$ cat src/hdl/stop_wait_regs.svh
`ifndef STOP_WAIT_REGS_SVH
`define STOP_WAIT_REGS_SVH

// =====================================================================
// Wait timer preset values
`define TIMER3_PRESET      8'hff
`define TIMER4_PRESET      8'h07

// =====================================================================
// Count source prescaler
`define PRESCALE_BITS      4
`define PRESCALE_LAST      4'hf

// =====================================================================
// Timing
`define CLK_PERIOD_NS      40
`define RESET_MIN_NS       2000
`define RESET_MIN_CYCLES   ((`RESET_MIN_NS + `CLK_PERIOD_NS - 1) / `CLK_PERIOD_NS)
`define RESET_CNT_BITS     6

`endif

$ cat src/hdl/stop_wait_pkg.sv
`include "stop_wait_regs.svh"

package stop_wait_pkg;

	// =====================================================================
	// Sequencer states, Gray coded along power-on -> run -> stop -> wake; wake -> run changes two bits
	typedef enum logic [2:0] {
		ST_INIT_WAIT = 3'h0,
		ST_RUN       = 3'h1,
		ST_STOP      = 3'h3,
		ST_WAKE_WAIT = 3'h2,
		ST_PIN_RESET = 3'h4
	} seq_state_t;

	// =====================================================================
	// Timer three count source
	typedef enum logic [1:0] {
		SRC_MAIN_DIV16 = 2'h0,
		SRC_SUB_DIV16  = 2'h1,
		SRC_MAIN_DIV2  = 2'h2,
		SRC_SUB_DIV2   = 2'h3
	} count_src_t;

	// =====================================================================
	// Wake-up request lines
	typedef enum int {
		WK_EXT0   = 0,
		WK_EXT1   = 1,
		WK_COUNTER_PIN_INTERRUPT_ZERO  = 2,
		WK_COUNTER_PIN_INTERRUPT_ONE  = 3,
		WK_SERIAL = 4,
		WK_TIMER1 = 5,
		WK_TIMER2 = 6,
		WK_KEY    = 7
	} wake_src_t;

	localparam int WAKE_LINES = 8;

endpackage : stop_wait_pkg

$ cat src/hdl/wait_timer.sv
`timescale 1ns/1ps

module wait_timer #(
	parameter int               WIDTH       = 8,
	parameter logic [WIDTH-1:0] RESET_VALUE = '1
) (
	input  wire logic             CLK,
	input  wire logic             NRST,
	input  wire logic             load,
	input  wire logic [WIDTH-1:0] load_value,
	input  wire logic             count_pulse,
	output logic      [WIDTH-1:0] count,
	output logic                  underflow
);

	typedef struct packed {
		logic [WIDTH-1:0] count;
		logic [WIDTH-1:0] latch;
		logic             underflow;
	} timer_reg_t;

	localparam timer_reg_t TIMER_RESET = '{count: RESET_VALUE, latch: RESET_VALUE, underflow: 1'b0};

	timer_reg_t timer_reg;
	timer_reg_t timer_next;

	// =====================================================================
	// Down counter with reload latch
	always_comb begin
		timer_next           = timer_reg;
		timer_next.underflow = 1'b0;
		if (load) begin
			timer_next.count = load_value;
			timer_next.latch = load_value;
		end else if (count_pulse) begin
			if (timer_reg.count == '0) begin
				timer_next.count     = timer_reg.latch;
				timer_next.underflow = 1'b1;
			end else begin
				timer_next.count = timer_reg.count - 1'b1;
			end
		end
	end

	always_ff @(posedge CLK or negedge NRST) begin
		if (!NRST) begin
			timer_reg <= TIMER_RESET;
		end else begin
			timer_reg <= timer_next;
		end
	end

	assign count     = timer_reg.count;
	assign underflow = timer_reg.underflow;

endmodule : wait_timer

$ cat src/hdl/stop_mode_oscillation_wait_control.sv
`timescale 1ns/1ps
`include "stop_wait_regs.svh"

module stop_mode_oscillation_wait_control
	import stop_wait_pkg::*;
(
	input  wire logic                  CLK,
	input  wire logic                  NRST,
	input  wire logic                  RESET_PIN_N,
	input  wire logic                  MAIN_OSCILLATOR_INPUT,
	input  wire logic                  SUB_OSCILLATOR_INPUT,
	input  wire logic                  HALT_OSCILLATORS_INSTRUCTION,
	input  wire logic                  LOW_SPEED_SELECT,
	input  wire logic                  MAIN_OSC_STOP_SELECT,
	input  wire logic                  SUB_OSC_ENABLE,
	input  wire logic                  SUB_DRIVE_HIGH_SELECT,
	input  wire logic [1:0]            TIMER3_SOURCE_SELECT,
	input  wire logic                  TIMER3_COUNT_STOP,
	input  wire logic                  TIMER4_COUNT_STOP,
	input  wire logic [WAKE_LINES-1:0] WAKE_REQUEST,
	input  wire logic [WAKE_LINES-1:0] WAKE_ENABLE,
	input  wire logic                  SERIAL_EXT_CLOCK,
	input  wire logic                  TIMER1_EXT_CLOCK,
	input  wire logic                  TIMER2_EXT_CLOCK,
	input  wire logic                  TIMER3_FLAG_CLEAR,
	input  wire logic                  TIMER4_FLAG_CLEAR,
	output logic                       MAIN_OSC_RUN,
	output logic                       SUB_OSC_RUN,
	output logic                       SUB_OSCILLATOR_DRIVE_PIN,
	output logic                       SYSTEM_CLOCK_TICK,
	output logic                       CPU_CLOCK_ENABLE,
	output logic                       CPU_RESET_N,
	output logic                       STOP_MODE,
	output logic                       STATE_HOLD,
	output logic                       INTERNAL_TIMER_HALT,
	output logic                       TIMER1_HALT,
	output logic                       TIMER2_HALT,
	output logic                       SERIAL_HALT,
	output logic                       CONVERSION_HALT,
	output logic                       WAKE_ACCEPTED,
	output logic                       SUB_OSC_SETTLED,
	output logic                       TIMER3_FLAG,
	output logic                       TIMER4_FLAG,
	output logic [7:0]                 TIMER3_VALUE,
	output logic [7:0]                 TIMER4_VALUE
);

	// =====================================================================
	// State
	typedef struct packed {
		seq_state_t                 state;
		logic                       main_sync1;
		logic                       main_sync2;
		logic                       main_prev;
		logic                       sub_sync1;
		logic                       sub_sync2;
		logic                       sub_prev;
		logic                       rst_sync1;
		logic                       rst_sync2;
		logic [`RESET_CNT_BITS-1:0] rst_low_cnt;
		logic [`PRESCALE_BITS-1:0]  main_div;
		logic [`PRESCALE_BITS-1:0]  sub_div;
		logic                       phi_div;
		logic                       phi_tick;
		count_src_t                 src_snap;
		logic                       low_speed_snap;
		logic                       main_stop_snap;
		logic                       sub_en_snap;
		logic                       drive_snap;
		logic                       main_run;
		logic                       sub_run;
		logic                       drive_high;
		logic                       t3_flag;
		logic                       t4_flag;
		logic                       sub_settled;
		logic                       wake_pulse;
	} seq_reg_t;

	// Power-on starts in the wait with only the main oscillator running
	localparam seq_reg_t SEQ_RESET = '{
		state:    ST_INIT_WAIT,
		src_snap: SRC_MAIN_DIV16,
		main_run: 1'b1,
		default:  '0
	};

	localparam logic [`RESET_CNT_BITS-1:0] RESET_MIN = `RESET_CNT_BITS'(`RESET_MIN_CYCLES);

	seq_reg_t seq_reg;
	seq_reg_t seq_next;

	logic       main_edge;
	logic       sub_edge;
	logic       main_div16;
	logic       sub_div16;
	logic       phi_edge;
	logic       waiting;
	logic       reset_seen;
	logic       wake;
	logic       t3_load;
	logic       t3_pulse;
	logic       t4_pulse;
	logic       t3_uf;
	logic       t4_uf;
	logic [7:0] t3_count;
	logic [7:0] t4_count;
	count_src_t active_src;
	logic [WAKE_LINES-1:0] wake_eligible;

	// =====================================================================
	// Helpers
	function automatic logic source_pulse(
		input count_src_t src,
		input logic       m16,
		input logic       s16,
		input logic       m2,
		input logic       s2
	);
		case (src)
			SRC_MAIN_DIV16: source_pulse = m16;
			SRC_SUB_DIV16:  source_pulse = s16;
			SRC_MAIN_DIV2:  source_pulse = m2;
			SRC_SUB_DIV2:   source_pulse = s2;
			default:        source_pulse = 1'b0;
		endcase
	endfunction : source_pulse

	function automatic logic is_sub_source(input count_src_t src);
		is_sub_source = (src == SRC_SUB_DIV16) || (src == SRC_SUB_DIV2);
	endfunction : is_sub_source

	// =====================================================================
	// Cascaded wait timers
	wait_timer #(
		.WIDTH       (8),
		.RESET_VALUE (`TIMER3_PRESET)
	) u_timer3 (
		.CLK         (CLK),
		.NRST        (NRST),
		.load        (t3_load),
		.load_value  (`TIMER3_PRESET),
		.count_pulse (t3_pulse),
		.count       (t3_count),
		.underflow   (t3_uf)
	);

	wait_timer #(
		.WIDTH       (8),
		.RESET_VALUE (`TIMER4_PRESET)
	) u_timer4 (
		.CLK         (CLK),
		.NRST        (NRST),
		.load        (t3_load),
		.load_value  (`TIMER4_PRESET),
		.count_pulse (t4_pulse),
		.count       (t4_count),
		.underflow   (t4_uf)
	);

	// =====================================================================
	// Count events and system clock
	always_comb begin
		// Edges counted only while the oscillator is enabled, so a floating pin in stop adds nothing
		main_edge  = seq_reg.main_sync2 && !seq_reg.main_prev && seq_reg.main_run;
		sub_edge   = seq_reg.sub_sync2 && !seq_reg.sub_prev && seq_reg.sub_run;
		main_div16 = main_edge && (seq_reg.main_div == `PRESCALE_LAST);
		sub_div16  = sub_edge && (seq_reg.sub_div == `PRESCALE_LAST);
		phi_edge   = seq_reg.low_speed_snap ? sub_edge : main_edge;
		waiting    = (seq_reg.state == ST_INIT_WAIT) || (seq_reg.state == ST_WAKE_WAIT);
		case (seq_reg.state)
			ST_INIT_WAIT: active_src = SRC_MAIN_DIV16;
			ST_WAKE_WAIT: active_src = seq_reg.src_snap;
			default:      active_src = count_src_t'(TIMER3_SOURCE_SELECT);
		endcase
		// Feed timer three from the divided source; the prescalers keep their count across stop, so the first pulse needs up to 2 or 16 edges
		t3_pulse = source_pulse(active_src, main_div16, sub_div16,
			main_edge && seq_reg.main_div[0], sub_edge && seq_reg.sub_div[0]) &&
			(waiting || ((seq_reg.state == ST_RUN) && !TIMER3_COUNT_STOP));
		t4_pulse = t3_uf && (waiting || ((seq_reg.state == ST_RUN) && !TIMER4_COUNT_STOP));
	end

	// =====================================================================
	// Wake and reset detection
	always_comb begin
		wake_eligible            = '0;
		wake_eligible[WK_EXT0]   = 1'b1;
		wake_eligible[WK_EXT1]   = 1'b1;
		wake_eligible[WK_COUNTER_PIN_INTERRUPT_ZERO]  = 1'b1;
		wake_eligible[WK_COUNTER_PIN_INTERRUPT_ONE]  = 1'b1;
		wake_eligible[WK_SERIAL] = SERIAL_EXT_CLOCK;
		wake_eligible[WK_TIMER1] = TIMER1_EXT_CLOCK;
		wake_eligible[WK_TIMER2] = TIMER2_EXT_CLOCK;
		wake_eligible[WK_KEY]    = 1'b1;
		wake       = |(WAKE_REQUEST & WAKE_ENABLE & wake_eligible);
		// A short glitch on the pin is ignored; only a low of the least width resets
		reset_seen = !seq_reg.rst_sync2 && (seq_reg.rst_low_cnt >= (RESET_MIN - 1'b1));
		t3_load    = (reset_seen && (seq_reg.state != ST_PIN_RESET)) ||
			((seq_reg.state == ST_RUN) && HALT_OSCILLATORS_INSTRUCTION);
	end

	// =====================================================================
	// Sequencer
	always_comb begin
		seq_next            = seq_reg;
		seq_next.wake_pulse = 1'b0;
		seq_next.main_sync1 = MAIN_OSCILLATOR_INPUT;
		seq_next.main_sync2 = seq_reg.main_sync1;
		seq_next.main_prev  = seq_reg.main_sync2;
		seq_next.sub_sync1  = SUB_OSCILLATOR_INPUT;
		seq_next.sub_sync2  = seq_reg.sub_sync1;
		seq_next.sub_prev   = seq_reg.sub_sync2;
		seq_next.rst_sync1  = RESET_PIN_N;
		seq_next.rst_sync2  = seq_reg.rst_sync1;
		if (seq_reg.rst_sync2) begin
			seq_next.rst_low_cnt = '0;
		end else if (seq_reg.rst_low_cnt != RESET_MIN) begin
			seq_next.rst_low_cnt = seq_reg.rst_low_cnt + 1'b1;
		end
		seq_next.main_div = seq_reg.main_div + `PRESCALE_BITS'(main_edge);
		seq_next.sub_div  = seq_reg.sub_div + `PRESCALE_BITS'(sub_edge);
		seq_next.phi_div  = seq_reg.phi_div ^ phi_edge;
		seq_next.phi_tick = phi_edge && seq_reg.phi_div && (seq_reg.state == ST_RUN);
		// Hardware set wins over a software clear
		if (TIMER3_FLAG_CLEAR) begin
			seq_next.t3_flag = 1'b0;
		end
		if (TIMER4_FLAG_CLEAR) begin
			seq_next.t4_flag = 1'b0;
		end
		if (t3_uf) begin
			seq_next.t3_flag = 1'b1;
		end
		if (t4_uf) begin
			seq_next.t4_flag = 1'b1;
		end

		case (seq_reg.state)
			ST_INIT_WAIT: begin
				if (t4_uf) begin
					seq_next.state   = ST_RUN;
					seq_next.t3_flag = 1'b1;
					seq_next.t4_flag = 1'b1;
				end
			end
			ST_RUN: begin
				if (HALT_OSCILLATORS_INSTRUCTION) begin
					seq_next.state          = ST_STOP;
					seq_next.src_snap       = count_src_t'(TIMER3_SOURCE_SELECT);
					seq_next.low_speed_snap = LOW_SPEED_SELECT;
					seq_next.main_stop_snap = MAIN_OSC_STOP_SELECT;
					seq_next.sub_en_snap    = SUB_OSC_ENABLE;
					seq_next.drive_snap     = SUB_DRIVE_HIGH_SELECT;
					seq_next.sub_settled    = 1'b0;
				end else begin
					seq_next.low_speed_snap = LOW_SPEED_SELECT;
				end
			end
			ST_STOP: begin
				if (wake) begin
					seq_next.state      = ST_WAKE_WAIT;
					seq_next.wake_pulse = 1'b1;
				end
			end
			ST_WAKE_WAIT: begin
				if (t4_uf) begin
					seq_next.state       = ST_RUN;
					seq_next.t3_flag     = 1'b1;
					seq_next.t4_flag     = 1'b1;
					// Only a wait counted on the sub side says anything about the sub oscillator
					seq_next.sub_settled = is_sub_source(seq_reg.src_snap);
				end
			end
			ST_PIN_RESET: begin
				if (seq_reg.rst_sync2) begin
					seq_next.state = ST_INIT_WAIT;
				end
			end
			default: begin
				seq_next.state = ST_INIT_WAIT;
			end
		endcase

		// External reset overrides every state, stop included
		if (reset_seen) begin
			seq_next.state          = ST_PIN_RESET;
			seq_next.low_speed_snap = 1'b0;
			seq_next.sub_settled    = 1'b0;
			seq_next.t3_flag        = 1'b0;
			seq_next.t4_flag        = 1'b0;
		end

		case (seq_next.state)
			ST_RUN: begin
				seq_next.main_run   = !MAIN_OSC_STOP_SELECT;
				seq_next.sub_run    = SUB_OSC_ENABLE;
				seq_next.drive_high = SUB_DRIVE_HIGH_SELECT;
			end
			ST_WAKE_WAIT: begin
				seq_next.main_run   = !seq_reg.main_stop_snap;
				seq_next.sub_run    = seq_reg.sub_en_snap;
				seq_next.drive_high = seq_reg.drive_snap;
			end
			ST_STOP: begin
				seq_next.main_run   = 1'b0;
				seq_next.sub_run    = 1'b0;
				seq_next.drive_high = seq_reg.drive_snap;
			end
			default: begin
				seq_next.main_run   = 1'b1;
				seq_next.sub_run    = 1'b0;
				seq_next.drive_high = 1'b0;
			end
		endcase
	end

	always_ff @(posedge CLK or negedge NRST) begin
		if (!NRST) begin
			seq_reg <= SEQ_RESET;
		end else begin
			seq_reg <= seq_next;
		end
	end

	// =====================================================================
	// Outputs
	always_ff @(posedge CLK or negedge NRST) begin
		if (!NRST) begin
			CPU_CLOCK_ENABLE    <= 1'b0;
			CPU_RESET_N         <= 1'b0;
			STOP_MODE           <= 1'b0;
			STATE_HOLD          <= 1'b0;
			INTERNAL_TIMER_HALT <= 1'b0;
			TIMER1_HALT         <= 1'b0;
			TIMER2_HALT         <= 1'b0;
			SERIAL_HALT         <= 1'b0;
			CONVERSION_HALT     <= 1'b0;
		end else begin
			CPU_CLOCK_ENABLE    <= (seq_next.state == ST_RUN);
			CPU_RESET_N         <= (seq_next.state != ST_INIT_WAIT) && (seq_next.state != ST_PIN_RESET);
			STOP_MODE           <= (seq_next.state == ST_STOP);
			// Freeze covers the wake wait too, so held state stays put until the CPU clock returns; the timer, serial and conversion halts end with stop
			STATE_HOLD          <= (seq_next.state == ST_STOP) || (seq_next.state == ST_WAKE_WAIT);
			INTERNAL_TIMER_HALT <= (seq_next.state == ST_STOP);
			TIMER1_HALT         <= (seq_next.state == ST_STOP) && !TIMER1_EXT_CLOCK;
			TIMER2_HALT         <= (seq_next.state == ST_STOP) && !TIMER2_EXT_CLOCK;
			SERIAL_HALT         <= (seq_next.state == ST_STOP) && !SERIAL_EXT_CLOCK;
			CONVERSION_HALT     <= (seq_next.state == ST_STOP);
		end
	end

	assign MAIN_OSC_RUN             = seq_reg.main_run;
	assign SUB_OSC_RUN              = seq_reg.sub_run;
	assign SUB_OSCILLATOR_DRIVE_PIN = seq_reg.drive_high;
	assign SYSTEM_CLOCK_TICK        = seq_reg.phi_tick;
	assign WAKE_ACCEPTED            = seq_reg.wake_pulse;
	assign SUB_OSC_SETTLED          = seq_reg.sub_settled;
	assign TIMER3_FLAG              = seq_reg.t3_flag;
	assign TIMER4_FLAG              = seq_reg.t4_flag;
	assign TIMER3_VALUE             = t3_count;
	assign TIMER4_VALUE             = t4_count;

endmodule : stop_mode_oscillation_wait_control

$ cat config.mk
export PLATFORM = sky130hd
export DESIGN_NAME = stop_mode_oscillation_wait_control
export DESIGN_NICKNAME = d
export VERILOG_FILES = /design/src/hdl/stop_wait_pkg.sv /design/src/hdl/wait_timer.sv /design/src/hdl/stop_mode_oscillation_wait_control.sv
export VERILOG_INCLUDE_DIRS = /design/src /design/src/hdl
export SDC_FILE = /design/constraint.sdc
export NUM_CORES = 1
export LEC_CHECK = 0
export ABC_CLOCK_PERIOD_IN_PS = 2200
export BUFFER_PORTS_ARGS = -buffer_cell sky130_fd_sc_hd__buf_2
export CAP_MARGIN = 20
export CORE_MARGIN = 2
export CORE_UTILIZATION = 50
export DETAILED_ROUTE_END_ITERATION = 12
export GPL_TIMING_DRIVEN = 0
export PLACE_DENSITY = 0.84
export SYNTH_ARGS = -nofsm -noshare
export SYNTH_HDL_FRONTEND = slang
export SYNTH_SLANG_ARGS = --single-unit
$ cat constraint.sdc
create_clock -name CLK -period 2.2 [get_ports CLK]
set_input_delay 0.11 -clock CLK [delete_from_list [all_inputs] [get_ports CLK]]
set_output_delay 0.11 -clock CLK [all_outputs]
set_load 0.01 [all_outputs]
==> results_dict.tcl <==
set metrics [dict create \
    final_nets 425 \
    synth_nets 337 \
    grt_max_degree 41 \
    synth.distinct_cells 55 \
    core_area_um2 5956 \
    cp-end-kind "flip-flop" \
    clock-sinks 65 \
    largest_reg_flops 27 \
    routed.top_layer "met4" \
    dr_wl_met2_um 3360 \
    max-clock-path-buffers 2 \
    slew_viol_final 0 \
    initial_core_util_pct 51.89 \
    netlist_instances 289 \
    cp_max_fo 10 \
    maxSlewHeadroom_pct 52.37 \
    worstPathRequired_ps 2480 \
    netlist_area_um2 3090 \
    syn2layout_area_growth_pct 24.78 \
    wl_per_cell_um 14.75 \
    synth_top_cell_area_share_pct 42.91 \
    path_class "reg -> reg" \
    grtUsageTotal_pct 20.71 \
    cts_buffers 9 \
    grt_antenna_before_repair 0 \
    clkTransAtPathRegs_ps 70 \
    wirelength_um 6742 \
    num_vias 2508 \
    die_h_um 82.62 \
    hold_viol 0 \
    max_freq_mhz 477.3 \
    arrival_ps 2380 \
    finClkSkew_ps 10.89 \
    dieArea_um2 6826 \
    startpoint_type "flip-flop" \
    worst_pin_slew_ps 714.4 \
    synth_top_area_cell "dfrtp_1" \
    hold_path.class "in -> reg" \
    power.density_nw_per_um2 1129 \
    dr.pass1.iters 4 \
    met1_length_um 2859 \
    utilization_pct 64.75 \
    seq_area_frac_synth_pct 53.12 \
    cts_tree "yes" \
    synth_seq_cells 65 \
    port-buffer-count 67 \
    fill_cells 510 \
    rsz0062_at_grt "false" \
    yosysMostFrequentCell "dfrtp_1" \
    synth-edff-count 0 \
    whs_ps 15.97 \
    htreeDepth 3 \
    met3_length_um 419 \
    synth_common_cells "dfrtp_1 (53), nor2_1 (29), nand2_1 (21), a21oi_1 (17), nand3_1 (14)" \
    gpl.final_weighted_congestion 0.8469 \
    cts_root_buf "clkbuf_8" \
    drc_errors 0 \
    ys_warn_count 0 \
    syn_area_per_cell_um2 10.69 \
    ir_worst_vdd_v 0.0007074 \
    period_needed_ps 2095 \
    tns_ps 0 \
    rows 28 \
    clock_latency_ps 350 \
    pin_count 68 \
    cap_violations 0 \
    grt-ovfl-total 0 \
    finalCritPeriodShare_pct 95.23 \
    p_leak_uw 0.001895 \
    antenna_left 0 \
    die_x_um 82.62 \
    ys.flop_type "dfrtp_1" \
    n_antenna_cell 0 \
    netlist_top_cells_area "dfrtp_1 (43%), dfstp_2 (10%), ha_1 (5.3%)" \
    outcome "finished clean" \
    synthArstFlopShare_pct 100.0 \
    first_iter_violations 131 \
    drive_above_1_share_pct 30.89 \
    finalSetupViolations 0 \
    place_hpwl_um 4574 \
    grt_pass1_vias 2419 \
    grt_first_pass_wirelength_um 10490 \
    via_per_inst 5.488 \
]
per-stage QoR:
| stage | area, um^2 | power, uW | setup WS [ps] | instances |
|---|---|---|---|---|
| finish | 3856 | 4352 | 105.0 | 457 |
| global route | 3856 | 4626 | 7.911 | 457 |
| CTS | 3844 | 4349 | 96.93 | 457 |
| detailed placement | 3540 | 3214 | 127.5 | 432 |
| global placement | 3520 | 3136 | 157.5 | 431 |
| floorplan | 3090 | 2741 | 259.3 | 289 |
report_power, final:
part	switching (uW)	internal (uW)
clock network	447	669
registers	257	1550
logic	806	623
final timing paths:
check | cells past startpoint | end | slack [ps] | start
worst max-delay path | 7 | MAIN_OSC_RUN$_DFF_PN1_ | 100 | seq_reg[24]$_DFFE_PN0P_
worst min-delay path | 2 | seq_reg[9]$_DFFE_PN0P_ | 20 | MAIN_OSC_STOP_SELECT
worst max register to register | 7 | MAIN_OSC_RUN$_DFF_PN1_ | 100 | seq_reg[24]$_DFFE_PN0P_
worst min register to register | 0 | seq_reg[29]$_DFF_PN0_ | 350 | seq_next[29]$_DFF_PN0_
max in group asynchronous | 3 | MAIN_OSC_RUN$_DFF_PN1_ | 1230 | NRST
min in group asynchronous | 2 | u_timer4.count[7]$_DFFE_PN0P_ | 310 | NRST
repair_timing:
action                                  in CTS  in global routing
endpoints found under the setup margin       0                  6
endpoints found under the hold margin       25                  0
setup buffers                                0                  0
hold buffers                                 9                  0
gates resized for setup                      0                  2
worst max-delay path, cell delays in order, from the launching register on:
cell	delay, ps
dfrtp_1	400
inv_1	100
ha_1	220
nor4b_4	250
nor3_2	140
or4_1	500
buf_6	170
a211o_1	260
cell type report:
class	count	area, um^2	share of cell area [%]
flip-flops and latches	65	1642	42.57
multi-input cells	200	1343	34.82
repair buffers	77	445.4	11.55
clock buffers	13	148.9	3.861
well taps	75	93.84	2.433
plain buffers	11	70.07	1.817
clock inverters	3	65.06	1.687
inverters	13	48.80	1.265
kinds of logic after synthesis:
| kind of cell | count (synthesis) | share of synthesized area [%] |
|---|---|---|
| and+or+nand+nor | 118 | 21.30 |
| DFF | 65 | 53.12 |
| AOI/OAI and AO/OA | 47 | 9.555 |
| buffers and inverters | 24 | 3.846 |
| adders and majority gates | 13 | 5.263 |
| xor gates and xnor gates | 11 | 3.117 |
| muxes | 11 | 3.806 |
routing by layer:
layer / GRT usage [%] / vias to the layer above
met5: 0 / -
met2: 35.32 / 85
met4: 7.377 / 0
li1: - / 1201
met3: 6.304 / 11
met1: 24.79 / 1211
cells in the final DEF (no fill, tap or decap), types with 2 or more instances in the layout:
cell type,netlist,layout
a21oi_1,17,17
a31oi_1,6,6
and2_1,3,3
and3_1,2,2
and3b_1,2,2
buf_2,4,71
buf_4,2,2
buf_6,2,2
bufinv_16,0,2
clkbuf_1,2,5
clkbuf_8,0,10
dfrtp_1,53,53
dfstp_2,12,12
dlygate4sd3_1,0,9
ha_1,13,13
inv_1,11,11
inv_2,2,2
mux2_2,6,6
mux2i_1,5,5
nand2_1,21,21
nand2b_1,9,9
nand3_1,14,14
nand4_1,2,2
nor2_1,29,29
nor2b_1,3,3
nor3_1,8,7
nor3_2,1,2
nor4_1,9,9
o21a_1,2,2
o21ai_1,10,10
or3_1,3,3
xnor2_1,6,6
xor2_1,5,5
No activity file was read; power rests on OpenSTA's default activity.
